`config.mk`:
```
export PLATFORM = sky130hd
export DESIGN_NAME = scf_front_end
export DESIGN_NICKNAME = d
export VERILOG_FILES = /design/src/design/scf_pkg.sv /design/src/design/scf_front_end.sv /design/src/design/scf_pin_sync.sv
export VERILOG_INCLUDE_DIRS = /design/src /design/src/design
export SDC_FILE = /design/constraint.sdc
export NUM_CORES = 1
export LEC_CHECK = 0
export ABC_CLOCK_PERIOD_IN_PS = 2050
export BUFFER_PORTS_ARGS = -buffer_cell sky130_fd_sc_hd__buf_2
export CAP_MARGIN = 5
export CORE_MARGIN = 5
export CORE_UTILIZATION = 52
export CTS_BUF_LIST = sky130_fd_sc_hd__clkbuf_4 sky130_fd_sc_hd__clkbuf_8 sky130_fd_sc_hd__clkbuf_16
export DETAILED_ROUTE_END_ITERATION = 8
export GPL_ROUTABILITY_DRIVEN = 1
export PLACE_DENSITY = 0.73
export REMOVE_ABC_BUFFERS = 1
export SYNTH_ARGS = -nofsm -noshare
export SYNTH_HDL_FRONTEND = slang
export SYNTH_SLANG_ARGS = --single-unit
```
`constraint.sdc`:
```
create_clock -name ref_clk_i -period 2.05 [get_ports ref_clk_i]
set_input_delay 0.1025 -clock ref_clk_i [delete_from_list [all_inputs] [get_ports ref_clk_i]]
set_output_delay 0.1025 -clock ref_clk_i [all_outputs]
set_load 0.1 [all_outputs]
```
`src/design/scf_cfg.svh`:
```
// constants of the serial command front end
`ifndef SCF_CFG_SVH
`define SCF_CFG_SVH

`define SCF_CMD_RST    8'h00
`define SCF_RS_MSB     5
`define SCF_RS_LSB     4
`define SCF_RW_BIT     3
`define SCF_CONTINUOUS_READOUT_BIT  2
`define SCF_CH_MSB     1
`define SCF_CH_LSB     0
`define SCF_RS_CMD     2'h0
`define SCF_RS_MODE    2'h1
`define SCF_RS_RSVD    2'h2
`define SCF_RS_DATA    2'h3
`define SCF_CH_RST     2'h0
`define SCF_ONES_LAST  6'h1f
`define SCF_RX_LAST    3'h7
`define SCF_LEN_BYTE   5'h08
`define SCF_LEN_DATA   5'h10
`define SCF_RDY_RST    1'b1
`define SCF_MODE_RST   8'h00
`define SCF_STAT_RDY   7

`endif

```
`src/design/scf_pkg.sv`:
```
// types of the serial command front end
package scf_pkg;

  // interface sequencer states, one-hot
  typedef enum logic [3:0] {
    ST_CMD  = 4'h1,
    ST_WR   = 4'h2,
    ST_RD   = 4'h4,
    ST_CONT = 4'h8
  } scf_state_e;

endpackage

```
`src/design/scf_front_end.sv`:
```
// serial command front end: command word, register access, continuous readout
`timescale 1ns/1ps
`include "scf_cfg.svh"

// Overview of operation
// RULE1: eight-bit command register, write only
// RULE2: host starts each transaction with command
// RULE3: command picks direction and target register
// RULE4: idle awaiting command after access or reset
// RULE5: 32 ones on data input reset all
// RULE6: command shifted most significant bit first
// RULE7: hold at first bit while gate is one
// RULE8: host writes zero into bit six
// RULE9: bits five, four select target register
// RULE10: select codes command/status, mode, reserved, result
// RULE11: bit three zero writes, one reads
// RULE12: continuous readout streams result without commands
// RULE13: host enters readout with 001111XX
// RULE14: host exits with 001110XX while line low
// RULE15: input decoded during continuous readout
// RULE16: 32 ones reset during continuous readout
// RULE17: host keeps input low during readout
// RULE18: low two bits select input channel
// RULE19: channel change resets filter, restarts conversion
// RULE20: command bits zero after reset
// RULE21: output bits change after falling clock edge
// RULE22: line driven low when result ready
// RULE23: line released while chip select high
// RULE24: input sampled on rising edge, select low
module scf_front_end (
  input  wire logic        ref_clk_i,
  input  wire logic        rst_n_i,
  input  wire logic        clk_en_i,
  input  wire logic        sclk_i,
  input  wire logic        cs_n_i,
  input  wire logic        din_i,
  input  wire logic [7:0]  status_i,
  input  wire logic [7:0]  mode_i,
  input  wire logic [15:0] result_i,
  input  wire logic        result_valid_i,
  output logic             dout_o,
  output logic             dout_oe_o,
  output logic             rdy_n_o,
  output logic [1:0]       channel_o,
  output logic             filter_rst_o,
  output logic             dev_rst_o,
  output logic             mode_wr_o,
  output logic [7:0]       mode_wdata_o
);

  // transfer length of the selected register
  function automatic logic [4:0] scf_len(input logic [1:0] rs);
    scf_len = (rs == `SCF_RS_DATA) ? `SCF_LEN_DATA : `SCF_LEN_BYTE;
  endfunction

  logic sclk_rise;  // synced serial clock rising edge
  logic sclk_fall;  // synced serial clock falling edge
  logic cs_n_s;     // synced chip select
  logic din_s;      // synced data input

  scf_pin_sync u_sync (
    .ref_clk_i   (ref_clk_i),
    .rst_n_i     (rst_n_i),
    .clk_en_i    (clk_en_i),
    .sclk_i      (sclk_i),
    .cs_n_i      (cs_n_i),
    .din_i       (din_i),
    .sclk_rise_o (sclk_rise),
    .sclk_fall_o (sclk_fall),
    .cs_n_o      (cs_n_s),
    .din_o       (din_s)
  );

  scf_pkg::scf_state_e state_q, state_d;  // interface sequencer
  logic [7:0]  cmd_q, cmd_d;              // command word, never read back
  logic [1:0]  chan_q, chan_d;            // selected input channel
  logic [6:0]  rx_sh_q;                   // incoming bits
  logic [2:0]  rx_cnt_q, rx_cnt_d;        // bit pointer into a word
  logic [15:0] tx_q;                      // outgoing bits
  logic [4:0]  tx_cnt_q, tx_cnt_d;        // bits sent so far
  logic [5:0]  ones_q;                    // consecutive ones seen
  logic [15:0] result_q;                  // latest conversion result
  logic        rdy_n_q, rdy_n_d;          // low while a fresh result waits
  logic        dout_q, dout_d;            // line level
  logic        filt_q, filt_d;            // filter reset pulse
  logic        dev_q;                     // device reset pulse
  logic        mwr_q, mwr_d;              // mode write pulse
  logic [7:0]  mwd_q, mwd_d;              // mode write data

  // edges only count while selected
  wire logic srise = sclk_rise & ~cs_n_s; // RULE24
  wire logic sfall = sclk_fall & ~cs_n_s;

  // state decode
  wire logic st_cmd  = (state_q == scf_pkg::ST_CMD);
  wire logic st_wr   = (state_q == scf_pkg::ST_WR);
  wire logic st_rd   = (state_q == scf_pkg::ST_RD);
  wire logic st_cont = (state_q == scf_pkg::ST_CONT);

  // escape: the 32nd one in a row
  wire logic ones_hit = srise & din_s & (ones_q == `SCF_ONES_LAST); // RULE5 RULE16

  // receive side; listens during readout too, so exit works; escape has its own ones counter
  wire logic rx_en    = st_cmd | st_wr | st_cont; // RULE15
  wire logic wen_hold = st_cmd & (rx_cnt_q == 3'h0) & din_s; // RULE7
  wire logic rx_step  = srise & rx_en & ~wen_hold;
  wire logic rx_done  = rx_step & (rx_cnt_q == `SCF_RX_LAST);
  wire logic [7:0] rx_word = {rx_sh_q, din_s}; // RULE6

  // incoming command fields; the gate bit always lands as zero
  wire logic [7:0] rx_cmd = {1'b0, rx_word[6:0]}; // RULE1
  wire logic [1:0] rx_rs  = rx_word[`SCF_RS_MSB:`SCF_RS_LSB]; // RULE9
  wire logic rx_rw    = rx_word[`SCF_RW_BIT]; // RULE11
  wire logic rx_continuous_readout = rx_word[`SCF_CONTINUOUS_READOUT_BIT];
  wire logic [1:0] rx_ch = rx_word[`SCF_CH_MSB:`SCF_CH_LSB]; // RULE18
  wire logic chan_chg = (rx_ch != chan_q);

  // exit pattern while streaming; anything else there is ignored
  wire logic exit_cmd = st_cont & rx_done & rx_rw & ~rx_continuous_readout &
                        (rx_rs == `SCF_RS_DATA);

  // latched command fields
  wire logic [1:0] cmd_rs = cmd_q[`SCF_RS_MSB:`SCF_RS_LSB]; // RULE3
  wire logic [4:0] tx_len = scf_len(cmd_rs);

  // read source per select code; reserved reads as zero
  wire logic [7:0] stat_word = {rdy_n_q, status_i[6:2], chan_q};
  wire logic [15:0] load_word =
    (cmd_rs == `SCF_RS_DATA) ? result_q :
    (cmd_rs == `SCF_RS_MODE) ? {mode_i, 8'h00} :
    (cmd_rs == `SCF_RS_CMD)  ? {stat_word, 8'h00} : 16'h0000; // RULE10

  // transmit side; streaming waits for a fresh result before a word
  wire logic tx_ok   = st_rd | (st_cont & ~(rdy_n_q & (tx_cnt_q == 5'h00)));
  wire logic tx_go   = sfall & tx_ok & (tx_cnt_q != scf_len(cmd_rs)); // RULE21
  wire logic tx_end  = srise & (st_rd | st_cont) & (tx_cnt_q == tx_len);
  wire logic tx_busy = (st_rd | st_cont) & (tx_cnt_q != 5'h00) & ~tx_end;
  wire logic [15:0] tx_word = (tx_cnt_q == 5'h00) ? load_word : tx_q;
  wire logic data_rd = tx_end & (cmd_rs == `SCF_RS_DATA); // RULE12

  // sequencer and command register
  always_comb begin
    state_d = state_q;
    cmd_d   = cmd_q;
    chan_d  = chan_q;
    filt_d  = 1'b0;
    mwr_d   = 1'b0;
    mwd_d   = mwd_q;
    unique case (state_q)
      scf_pkg::ST_CMD: begin
        if (rx_done) begin
          cmd_d  = rx_cmd;
          chan_d = rx_ch;
          filt_d = chan_chg; // RULE19
          if (rx_rw) begin
            // continuous readout only with the result register selected
            if (rx_continuous_readout && (rx_rs == `SCF_RS_DATA)) begin
              state_d = scf_pkg::ST_CONT; // RULE12
            end else begin
              state_d = scf_pkg::ST_RD; // RULE11
            end
          end else if (rx_rs != `SCF_RS_CMD) begin
            state_d = scf_pkg::ST_WR; // RULE3
          end
        end
      end
      scf_pkg::ST_WR: begin
        if (rx_done) begin
          state_d = scf_pkg::ST_CMD; // RULE4
          // a mode write also restarts the filter; reserved is dropped
          if (cmd_rs == `SCF_RS_MODE) begin
            mwr_d  = 1'b1;
            mwd_d  = rx_word;
            filt_d = 1'b1;
          end
        end
      end
      scf_pkg::ST_RD: begin
        if (tx_end) begin
          state_d = scf_pkg::ST_CMD; // RULE4
        end
      end
      scf_pkg::ST_CONT: begin
        if (exit_cmd) begin
          state_d = scf_pkg::ST_CMD;
          cmd_d   = rx_cmd;
          chan_d  = rx_ch;
          filt_d  = chan_chg; // RULE19
        end
      end
      default: begin
        state_d = scf_pkg::ST_CMD;
      end
    endcase
    // escape overrides the state, command, channel and pulses
    if (ones_hit) begin
      state_d = scf_pkg::ST_CMD; // RULE5 RULE16
      cmd_d   = `SCF_CMD_RST; // RULE20
      chan_d  = `SCF_CH_RST;
      filt_d  = 1'b0;
      mwr_d   = 1'b0;
    end
  end

  // counters; the receive pointer wraps to zero after each word
  // an exit in mid-word drops the rest of that word, so the next read starts clean
  always_comb begin
    rx_cnt_d = rx_step ? rx_cnt_q + 3'h1 : rx_cnt_q;
    tx_cnt_d = tx_go ? tx_cnt_q + 5'h01 : tx_cnt_q;
    if (tx_end || ones_hit || exit_cmd) begin
      tx_cnt_d = 5'h00;
    end
    if (ones_hit) begin
      rx_cnt_d = 3'h0;
    end
  end

  // a new result wins over a clear in the same cycle
  assign rdy_n_d = result_valid_i ? 1'b0 :
                   (data_rd | mwr_d | ones_hit) ? 1'b1 : rdy_n_q; // RULE22

  // line level: data bit while shifting, otherwise the ready flag
  assign dout_d = tx_go ? tx_word[15] : tx_busy ? dout_q : rdy_n_d; // RULE21 RULE22

  // sequencer registers
  always_ff @(posedge ref_clk_i) begin
    if (!rst_n_i) begin
      state_q <= scf_pkg::ST_CMD; // RULE4
      cmd_q   <= `SCF_CMD_RST; // RULE20
      chan_q  <= `SCF_CH_RST;
    end else if (clk_en_i) begin
      state_q <= state_d;
      cmd_q   <= cmd_d;
      chan_q  <= chan_d;
    end
  end

  // shift paths and counters
  always_ff @(posedge ref_clk_i) begin
    if (!rst_n_i) begin
      rx_sh_q  <= 7'h00;
      rx_cnt_q <= 3'h0;
      tx_q     <= 16'h0000;
      tx_cnt_q <= 5'h00;
    end else if (clk_en_i) begin
      if (rx_step) begin
        rx_sh_q <= rx_word[6:0]; // RULE6
      end
      if (tx_go) begin
        tx_q <= {tx_word[14:0], 1'b0};
      end
      rx_cnt_q <= rx_cnt_d;
      tx_cnt_q <= tx_cnt_d;
    end
  end

  // run of ones on the input, any state
  always_ff @(posedge ref_clk_i) begin
    if (!rst_n_i) begin
      ones_q <= 6'h00;
    end else if (clk_en_i && srise) begin
      ones_q <= (din_s && !ones_hit) ? ones_q + 6'h01 : 6'h00;
    end
  end

  // result holding copy; a stream in flight keeps its own copy in tx_q
  always_ff @(posedge ref_clk_i) begin
    if (!rst_n_i) begin
      result_q <= 16'h0000;
    end else if (clk_en_i && result_valid_i) begin
      result_q <= result_i;
    end
  end

  // flags and pulses
  always_ff @(posedge ref_clk_i) begin
    if (!rst_n_i) begin
      rdy_n_q <= `SCF_RDY_RST;
      dout_q  <= `SCF_RDY_RST;
      filt_q  <= 1'b0;
      dev_q   <= 1'b0;
      mwr_q   <= 1'b0;
      mwd_q   <= `SCF_MODE_RST;
    end else if (clk_en_i) begin
      rdy_n_q <= rdy_n_d;
      dout_q  <= dout_d;
      filt_q  <= filt_d;
      dev_q   <= ones_hit; // RULE5
      mwr_q   <= mwr_d;
      mwd_q   <= mwd_d;
    end
  end

  // outputs; the pin floats while deselected, the flag does not
  assign dout_o       = dout_q;
  assign dout_oe_o    = ~cs_n_s; // RULE23
  assign rdy_n_o      = rdy_n_q;
  assign channel_o    = chan_q;
  assign filter_rst_o = filt_q;
  assign dev_rst_o    = dev_q;
  assign mode_wr_o    = mwr_q;
  assign mode_wdata_o = mwd_q;

  // checks
  a_escape_reset: assert property (@(posedge ref_clk_i) disable iff (!rst_n_i) // RULE5
    clk_en_i && ones_hit |=> st_cmd && cmd_q == 8'h00 && dev_rst_o)
    else $error("escape did not reset the interface");

  a_cont_escape: assert property (@(posedge ref_clk_i) disable iff (!rst_n_i) // RULE16
    clk_en_i && st_cont && ones_hit |=> st_cmd && rdy_n_q)
    else $error("escape ignored during readout");

  a_gate_hold: assert property (@(posedge ref_clk_i) disable iff (!rst_n_i) // RULE7
    clk_en_i && srise && st_cmd && rx_cnt_q == 3'h0 && din_s |=> rx_cnt_q == 3'h0)
    else $error("pointer left first bit on a one");

  a_cmd_latch: assert property (@(posedge ref_clk_i) disable iff (!rst_n_i) // RULE6
    clk_en_i && st_cmd && rx_done && !ones_hit
    |=> cmd_q == {1'b0, $past(rx_sh_q[5:0]), $past(din_s)})
    else $error("command word latched wrongly");

  a_cmd_route: assert property (@(posedge ref_clk_i) disable iff (!rst_n_i) // RULE11
    clk_en_i && st_cmd && rx_done && rx_rw && !rx_continuous_readout && !ones_hit |=> st_rd)
    else $error("read command did not start a read");

  a_read_idle: assert property (@(posedge ref_clk_i) disable iff (!rst_n_i) // RULE4
    clk_en_i && st_rd && tx_end && !ones_hit |=> st_cmd)
    else $error("interface not idle after read");

  a_chan_filter: assert property (@(posedge ref_clk_i) disable iff (!rst_n_i) // RULE19
    clk_en_i && st_cmd && rx_done && chan_chg && !ones_hit |=> filter_rst_o ##1 !filter_rst_o)
    else $error("channel change without filter reset");

  a_rdy_low: assert property (@(posedge ref_clk_i) disable iff (!rst_n_i) // RULE22
    clk_en_i && result_valid_i |=> !rdy_n_o)
    else $error("ready flag not set by new result");

  a_edge_drive: assert property (@(posedge ref_clk_i) disable iff (!rst_n_i) // RULE21
    clk_en_i && tx_busy && !tx_go |=> $stable(dout_o))
    else $error("data bit changed without falling edge");

  a_hiz_cs: assert property (@(posedge ref_clk_i) disable iff (!rst_n_i) // RULE23
    cs_n_s |-> !dout_oe_o)
    else $error("pin driven while deselected");

endmodule

```
`src/design/scf_pin_sync.sv`:
```
// pin synchroniser and serial clock edge finder
`timescale 1ns/1ps
module scf_pin_sync (
  input  wire logic ref_clk_i,
  input  wire logic rst_n_i,
  input  wire logic clk_en_i,
  input  wire logic sclk_i,
  input  wire logic cs_n_i,
  input  wire logic din_i,
  output logic      sclk_rise_o,
  output logic      sclk_fall_o,
  output logic      cs_n_o,
  output logic      din_o
);

  logic [2:0] meta_q;   // first stage, read only by the second
  logic [2:0] sync_q;   // second stage: {din, cs_n, sclk}
  logic       sclk_p_q; // previous synced serial clock

  // two flops per pin; chip select and serial clock idle high, so the
  // edge finder starts at the idle level and sees no false rise after reset
  always_ff @(posedge ref_clk_i) begin
    if (!rst_n_i) begin
      meta_q   <= 3'h3;
      sync_q   <= 3'h3;
      sclk_p_q <= 1'b1;
    end else if (clk_en_i) begin
      meta_q   <= {din_i, cs_n_i, sclk_i};
      sync_q   <= meta_q;
      sclk_p_q <= sync_q[0];
    end
  end

  // edges seen from the second stage only
  assign sclk_rise_o = sync_q[0] & ~sclk_p_q;
  assign sclk_fall_o = ~sync_q[0] & sclk_p_q;
  assign cs_n_o      = sync_q[1];
  assign din_o       = sync_q[2];

endmodule

```
==> impl_summary.md, run 1 <==
GRT
The first global-routing pass estimated between 15000 and 20000 um of wire. The pin count of the biggest net entering global routing is 26. The via count of the first global-routing pass was 3461. The all-layer global routing usage is roughly 20%. The number of antenna violations at the first check in global routing is 0. The total overflow left after global routing is 0.

Cells and area
The count of antenna diodes in the layout is 0. From synthesis to final layout, the design area changed by 24.83%. With fillers left out, the area of the finished cells amounts to 5014 sq um.

Of the cells placed in the final design, the portion with a size suffix greater than 1 is 27.69%. Cells fill 65.90% of the core in the end. The net count of the finished layout is ~610.

Synthesis
Yosys printed 0 warnings. The post-synthesis async set-or-reset flop share is 0%. The share of synthesized area occupied by flip-flops and latches is roughly two fifths.

The area of the mapped netlist is 4016 sq um. Among all flip-flop cells after synthesis, the most frequent one is sky130_fd_sc_hd__dfxtp_1. The number of synthesized flops with an enable pin is 0. The synthesized design devotes to its leading area cell type between 30 and 40% of total area. The cell taking the most area after synthesis is sky130_fd_sc_hd__dfxtp_1. The number of unique standard cell types used by synthesis is 63. The synthesized area divided by synthesized cell count is between 8 and 9 sq um. In this run, synthesis produced a sequential element count of 80.

Yosys attributes the largest share of cell area to sky130_fd_sc_hd__dfxtp_1 (40%), sky130_fd_sc_hd__nand2_1 (11%), sky130_fd_sc_hd__a21boi_0 (4.9%). The gate count after technology mapping is ~480.

Timing
The total of endpoints with negative setup slack in the final report is 0. The final max-slew violation count is 0. Static timing analysis puts the maximum clock frequency at approximately 490 MHz. At the pin with the least slew margin, the transition time is between 600 and 700 ps. The normalized max-slew margin is 57.24%. After layout, the minimum clock period comes to about 2000 ps. The final number of hold-violating endpoints is 0. Setup repair after global routing could not meet its margin everywhere. The fraction of the cycle the final worst path needs is just under 100%. For the final database, setup skew stands at between 15 and 20 ps.

Detailed routing
In the final routed layout, each cell accounts on average for between 10 and 15 um. The first detailed-routing pass took 5 iterations. The routed layout has ~3700 vias. The detail route stage leaves a number of antenna-violating nets equal to 0. The detailed router finished its first iteration with between 150 and 200 violations. In the routed design, unresolved DRC markers number 0.

The number of vias per cell after detailed routing is around 5.5. The total detailed-routing wirelength is between 9000 and 10000 um.

Clocking
Clock latency on the worst-skew pair, taken at its later pin, is around 360 ps. The root buffer cell chosen for the clock tree is sky130_fd_sc_hd__clkbuf_8. Clock-pin slew was measured on the worst setup and hold paths at ~90 ps. The H-tree was split into 3 levels. The CTS tree is done. The number of sinks driven by the clock tree is 80. Buffers inserted during clock tree synthesis total 9. The clock passes through at most 2 buffers.

Pwr
In this run the power density over the cells is 600.3 nW/um^2. In this run the static leakage power is 0.002017 uW. The peak ir drop on the vdd network is between 0.4 and 0.5 mV.

Critical path
For the worst setup path, the data required time is ~2300 ps. The worst reg2reg path startpoint is tx_cnt_q[0]$_SDFFE_PN0P_. The worst setup path is launched from a flop.

The type of the setup path with the least slack is reg -> reg. STA puts the critical path data arrival time at ~2300 ps. The capturing element type of the critical path is a flop.

Along the worst path, the maximum fanout reaches 17. The worst setup path startpoint is tx_cnt_q[0]$_SDFFE_PN0P_.

Worst hold path
The type of the tightest min-delay check is in -> reg. The worst hold path begins at result_i[0].

Floorplanning
The region available for standard cell placement spans 7607 sq um. The I/O pin count is 55. The initial utilization of the core area, before any placement, comes to 52.80%. The overall die area is approximately 9600 sq um. In this run the vertical extent of the chip is 97.89 um.

The floorplan step set the die width to between 90 and 100 um. After floorplanning, the core was divided into 32 placement rows.

Run status
The run finished with clean final reports.

Place
The count of buffers from port buffering is between 50 and 60. The routability congestion estimate is 0.8691. The HPWL after detailed placement is approximately 6600 um. After detailed placement, the total cell area comes to 4471 sq um.

Job
The number of violations of the max-capacitance limit is 0.
-- critical path, stage by stage (launching register included) --
cell	delay, ps
sky130_fd_sc_hd__dfxtp_2	330
sky130_fd_sc_hd__inv_2	70
sky130_fd_sc_hd__ha_4	130
sky130_fd_sc_hd__or4b_4	490
sky130_fd_sc_hd__buf_4	210
sky130_fd_sc_hd__o2111a_1	140
sky130_fd_sc_hd__or4_1	470
sky130_fd_sc_hd__o211ai_1	100
-- per-layer routing --
metal | share of wire (%) | track usage [%]
met1 | 44 | 25.49
met2 | 49 | 33.30
met3 | 4.9 | 3.286
met4 | 1.8 | 8.626
met5 | 0 | 0
-- synth_stat cells (3+ instances only) --
| library cell | count |
|---|---|
| sky130_fd_sc_hd__nand2_1 | 116 |
| sky130_fd_sc_hd__ha_1 | 6 |
| sky130_fd_sc_hd__xor2_1 | 8 |
| sky130_fd_sc_hd__dfxtp_1 | 80 |
| sky130_fd_sc_hd__o21ai_0 | 21 |
| sky130_fd_sc_hd__nand4_1 | 5 |
| sky130_fd_sc_hd__nand3_1 | 15 |
| sky130_fd_sc_hd__buf_2 | 4 |
| sky130_fd_sc_hd__buf_1 | 4 |
| sky130_fd_sc_hd__mux2_2 | 8 |
| sky130_fd_sc_hd__a32o_1 | 4 |
| sky130_fd_sc_hd__nand4b_1 | 3 |
| sky130_fd_sc_hd__mux2i_1 | 14 |
| sky130_fd_sc_hd__clkbuf_1 | 16 |
| sky130_fd_sc_hd__a21boi_0 | 26 |
| sky130_fd_sc_hd__inv_1 | 10 |
| sky130_fd_sc_hd__and3_1 | 3 |
| sky130_fd_sc_hd__nor2_1 | 18 |
| sky130_fd_sc_hd__a21boi_1 | 9 |
| sky130_fd_sc_hd__a22oi_1 | 10 |
| sky130_fd_sc_hd__nor2b_1 | 11 |
| sky130_fd_sc_hd__or3_1 | 3 |
| sky130_fd_sc_hd__nor3_1 | 6 |
| sky130_fd_sc_hd__o211ai_1 | 4 |
| sky130_fd_sc_hd__buf_4 | 3 |
| sky130_fd_sc_hd__and2_1 | 5 |
| sky130_fd_sc_hd__buf_6 | 4 |
| sky130_fd_sc_hd__a21oi_1 | 12 |
-- repair_timing --
item                                   CTS  global route
hold buffers                            17             0
gates resized for setup                  3            36
setup endpoints to repair               20            37
pin swaps                                5            18
cloned                                   0             1
endpoints found under the hold margin   17             0
setup buffers                            1             3
-- final timing paths --
check | slack (ps) | cells past startpoint | end
setup / recovery | 20 | 7 | dout_o$_SDFFE_PN1P_
hold / removal | 5 | 3 | result_q[0]$_SDFFE_PN0P_
setup reg to reg | 20 | 7 | dout_o$_SDFFE_PN1P_
hold reg to reg | 460 | 2 | tx_q[15]$_SDFFE_PN0P_
-- metrics by stage --
step	hold slack [ps]	instances	worst slack [ps]	total power (uW)	setup TNS, ps
2_1_floorplan	164.4	443	-489.8	1755	-10200
3_3_place_gp	322.9	631	-24.82	1852	-39.87
3_5_place_dp	327.1	631	-72.66	1856	-879.2
4_1_cts	0.7530	665	0.6530	3024	0
5_1_grt	25.43	669	-77.39	3134	-451.0
6_report	5.365	669	15.67	3010	0
-- cell families after synthesis --
family	share of synthesized area (%)
xor gates and xnor gates	2.181
adders and majority gates	1.869
AOI/OAI and AO/OA	20.22
DFF	39.88
muxes	5.732
buffers and inverters	5.701
and+or+nand+nor	24.42
-- sequential cells by signal (all words and copies together) (netlist names) --
signal and cells:
state_q 4, rx_cnt_q 3, tx_q 15, mode_wr_o 1
u_sync.sclk_p_q 1, dout_o 1, tx_cnt_q 5, result_q 16
filter_rst_o 1, ones_q 6, mode_wdata_o 8, rx_sh_q 7
cmd_q 4, u_sync.sync_q 3, u_sync.meta_q 3, dev_rst_o 1
rdy_n_o 1
-- final cells by class --
type / count / area, sq um
clock inverters: 6 / 67.56
inverters: 10 / 37.54
well taps: 102 / 127.6
clock buffers: 10 / 131.4
flip-flops and latches: 80 / 1607
repair buffers: 108 / 759.5
fillers: 651 / 2594
multi-input cells: 353 / 2283
-- power by group --
part	leakage [uW]	internal, uW	switching [uW]
combinational	0.00127	109	145
sequential	0.000650	1580	17.1
clock	0.0000963	580	581
total	0.00202	2270	743
-- placed cells by master, fill, tap and decap left out, types with 14 or more instances in the layout --
| cell | instances |
|---|---|
| sky130_fd_sc_hd__o21ai_0 | 21 |
| sky130_fd_sc_hd__dlygate4sd3_1 | 17 |
| sky130_fd_sc_hd__nor2_1 | 18 |
| sky130_fd_sc_hd__a21boi_1 | 14 |
| sky130_fd_sc_hd__buf_4 | 37 |
| sky130_fd_sc_hd__nand3_1 | 14 |
| sky130_fd_sc_hd__a21boi_0 | 21 |
| sky130_fd_sc_hd__mux2i_1 | 14 |
| sky130_fd_sc_hd__buf_2 | 51 |
| sky130_fd_sc_hd__dfxtp_1 | 76 |
| sky130_fd_sc_hd__nand2_1 | 109 |
Note: power is estimated with default switching activity, not from simulation.
==> run 2, diff against run 1 <==
- CORE_MARGIN: 5 -> unset
- CORE_UTILIZATION: 52 -> 25
- PLACE_DENSITY: 0.73 -> 0.45
==> run 2 against run 1 <==
Highest routed layer unchanged. Sequential share of layout area is 1.6 points lower. Fmax decreased by 2.2%. Critical path type unchanged. Register-to-register slack lost 50 ps. Cell area grew 5.1%. Non-clock buffer count increased by 1. Die area rose by 73%. Sequential power hardly changed. Routed wire length grew 12%. Hold slack better by 5.1 ps. Utilization is 32 points lower. Clock power grew 47%. Setup slack worse by 45 ps. The run now ends with negative setup slack left.
==> impl_summary.md, run 2 (same netlist as run 1, synthesis figures left out) <==
Clocking
The clock network latency to the later pin of the worst-skew pair is around 350 ps. CTS built an H-tree with a depth of 3. TritonCTS built the clock tree. The number of buffers inserted during clock tree synthesis is 9. After clock tree synthesis, the clock-pin slew on the worst setup and hold paths is 60 ps. Counting every sink on the clock net gives 80. The cell sitting at the root of the clock tree is a sky130_fd_sc_hd__clkbuf_16. The buffer levels on the longest clock path is 2.

Cells and area
The most frequent standard cell in the layout excluding fill and tap cells is sky130_fd_sc_hd__nand2_1. For this run, the post-layout net count is just over 600. The largest register by flop count is result_q.

Compared with the post-synthesis result, the final layout area differs by 31.25%. The repair_antennas step left the layout with diodes totalling 0. The filler-free cell count of the finished design is just under 800. The finished cells cover 5271 sq um. The flip-flop count of the largest register after layout is 16. Of the cells placed in the final design, the portion with a size suffix greater than 1 is between 20% and 30%. Leaving out fill and tap cells, the most frequent cells in the layout are sky130_fd_sc_hd__nand2_1 (114), sky130_fd_sc_hd__dfxtp_1 (78), sky130_fd_sc_hd__buf_2 (51).

The layout has between 1500 and 2000 filler cells.

GRT
Entering global routing, the biggest net connects 31 pins. The number of antenna violations at the first check in global routing came to 0. The all-layer global routing usage is between 10% and 20%. The via count of the first global-routing pass is between 3000 and 4000. The first global-routing pass estimated approximately 18000 um of wire.

The total overflow left after global routing is 0.

Critical path
The number of cells on the worst reg-to-reg path is 7. The setup check on the worst reg-to-reg path leaves a slack of -30 ps. At the worst endpoint, the required time is about 2300 ps. The worst reg2reg path startpoint is state_q[1]$_SDFFE_PN0P_. The largest fanout on the critical path is 4. STA classifies the critical path startpoint as a flop. The endpoint identified for the worst register-to-register timing path is state_q[3]$_SDFFE_PN0P_. The type of the setup path with the least slack is reg -> reg. The worst setup path is captured at a flop. Data on the critical path arrives at its endpoint at between 2000 and 2500 ps.

Worst hold path
The worst hold path was traced through 3 stages. The worst hold path begins at result_i[2]. The worst hold path belongs to the class in -> reg. The hold-critical path endpoint is result_q[2]$_SDFFE_PN0P_.

Place
Detailed placement finished with a half-perimeter wire length of approximately 7600 um. Routability-driven placement finished with a final weighted congestion of 0.8254. The count of buffers from port buffering is between 50 and 60. The setup slack after placement is -79.61 ps. After detailed placement, the design holds a cell count of 747.

After detailed placement, the total cell area comes to between 4000 and 5000 sq um.

Timing
The tightest hold path in the finished design has a slack of 10.49 ps. Setup repair after global routing could not meet its margin everywhere. Headroom to the max-slew limit came out at roughly 60%. Clock skew on the completed layout was measured at between 10 and 15 ps. The total of endpoints with negative setup slack in the final report is 1.

The setup slack of the critical path after layout is -29.50 ps. At the pin with the least slew margin, the transition time is between 600 and 700 ps. The final number of hold-violating endpoints is 0.

The final max-slew violation count is 0. The peak clock frequency supported by timing is approximately 480 MHz. The post-layout minimum cycle time is 2079 ps. The final critical path takes up 101.4% of the cycle.

Run status
The run finished, with violations left. The checks that failed: negative setup slack.

Detailed routing
Before antenna repair, the detailed router went through 4 iterations. After detailed routing, the number of vias per cell comes to around 4.6. For this block, the routed nets add up to 10800 um of wire. For this run, design rule violations remaining after detail routing come to 0. The starting DRC count in detailed routing is roughly 140. Across all layers, the routed design uses around 3600 vias. The post-route antenna net violation count is 0.

In the final routed layout, each cell accounts on average for approximately 14 um.

Floorplanning
For this design the top-level I/O count stands at 55. The height of the chip is 128.8 um. Once the floorplan was initialized, standard cells occupied 26.03% of the core.

After floorplanning, the core was sized to cover between 15000 and 20000 sq um. The die boundary width is roughly 130 um. The number of rows created at floorplan is 45.

The overall die area is 16580 sq um.

Job
The tool flagged a number of max-cap violations equal to 0.

Pwr
The analysis attributes to cell leakage a power of between 0.002 and 0.0025 uW. Overall power consumption after layout is estimated at about 3600 uW. The power density over the cells is between 600 and 700 nW/um^2. IR analysis of the VDD net gives a maximum drop of 0.5331 mV.
## run 2: changes by cell type in the layout (fill, tap and decap cells not counted), sizes merged
| cell | previous run | this run |
|---|---|---|
| buf | 90 | 98 |
| clkbuf | 11 | 14 |
| clkinv | 2 | 0 |
| clkinvlp | 2 | 1 |
| dlygate4sd3 | 17 | 11 |
| inv | 11 | 10 |
## run 2: worst max path at each step
stage	startpoint	to
finish	state_q[1]$_SDFFE_PN0P_	state_q[3]$_SDFFE_PN0P_
global route	state_q[1]$_SDFFE_PN0P_	state_q[3]$_SDFFE_PN0P_
CTS	state_q[1]$_SDFFE_PN0P_	state_q[3]$_SDFFE_PN0P_
detailed placement	state_q[1]$_SDFFE_PN0P_	mode_wdata_o[3]$_SDFFE_PN0P_
global placement	state_q[1]$_SDFFE_PN0P_	dout_o$_SDFFE_PN1P_
floorplan	tx_cnt_q[0]$_SDFFE_PN0P_	dout_o$_SDFFE_PN1P_
## run 2: where the power goes
part / internal, uW / switching, uW
Clock: 1050 / 647
Combinational: 105 / 150
Sequential: 1580 / 18.2
Total: 2740 / 815
## run 2: final cells by class
class	instances	area (sq um)	share of cell area, %
Multi-Input combinational cell	353	2315	43.91
Sequential cell	80	1604	30.43
Timing Repair Buffer	109	738.2	14.00
Clock buffer	14	275.3	5.222
Tap cell	211	264.0	5.008
Clock inverter	2	37.54	0.7121
Inverter	10	37.54	0.7121
## run 2: stage by stage
stage / util (%) / setup TNS, ps
after floorplan: - / -10200
after global placement: 30.28 / -91.30
after detailed placement: 30.28 / -414.0
after CTS: 33.27 / -28.75
after global routing: 34.17 / -462.8
final: 34.17 / -29.50
## run 2: worst max-delay path, cell delays in order (launching register included)
cell                        delay (ps)
sky130_fd_sc_hd__dfxtp_1           310
sky130_fd_sc_hd__or4b_4            560
sky130_fd_sc_hd__o311ai_4          320
sky130_fd_sc_hd__buf_4             170
sky130_fd_sc_hd__a21oi_2            30
sky130_fd_sc_hd__a2bb2oi_2         140
sky130_fd_sc_hd__o2111a_1          250
sky130_fd_sc_hd__a22o_1            190
## run 2: repair_timing
item	in CTS	in global routing
gates resized for setup	6	34
pin swaps	3	13
setup endpoints to repair	17	37
hold buffers	11	0
hold endpoints to repair	11	0
buffers inserted	1	4
## run 2: routing by layer
metal	GRT usage [%]	share of wire [%]	routed length, um	vias to the layer above
met1	17.59	47	5104	1671
met4	6.644	1.8	195	0
met3	2.911	4.0	436	12
met5	0	0	0	-
met2	22.48	47	5065	58
li1	-	-	-	1814
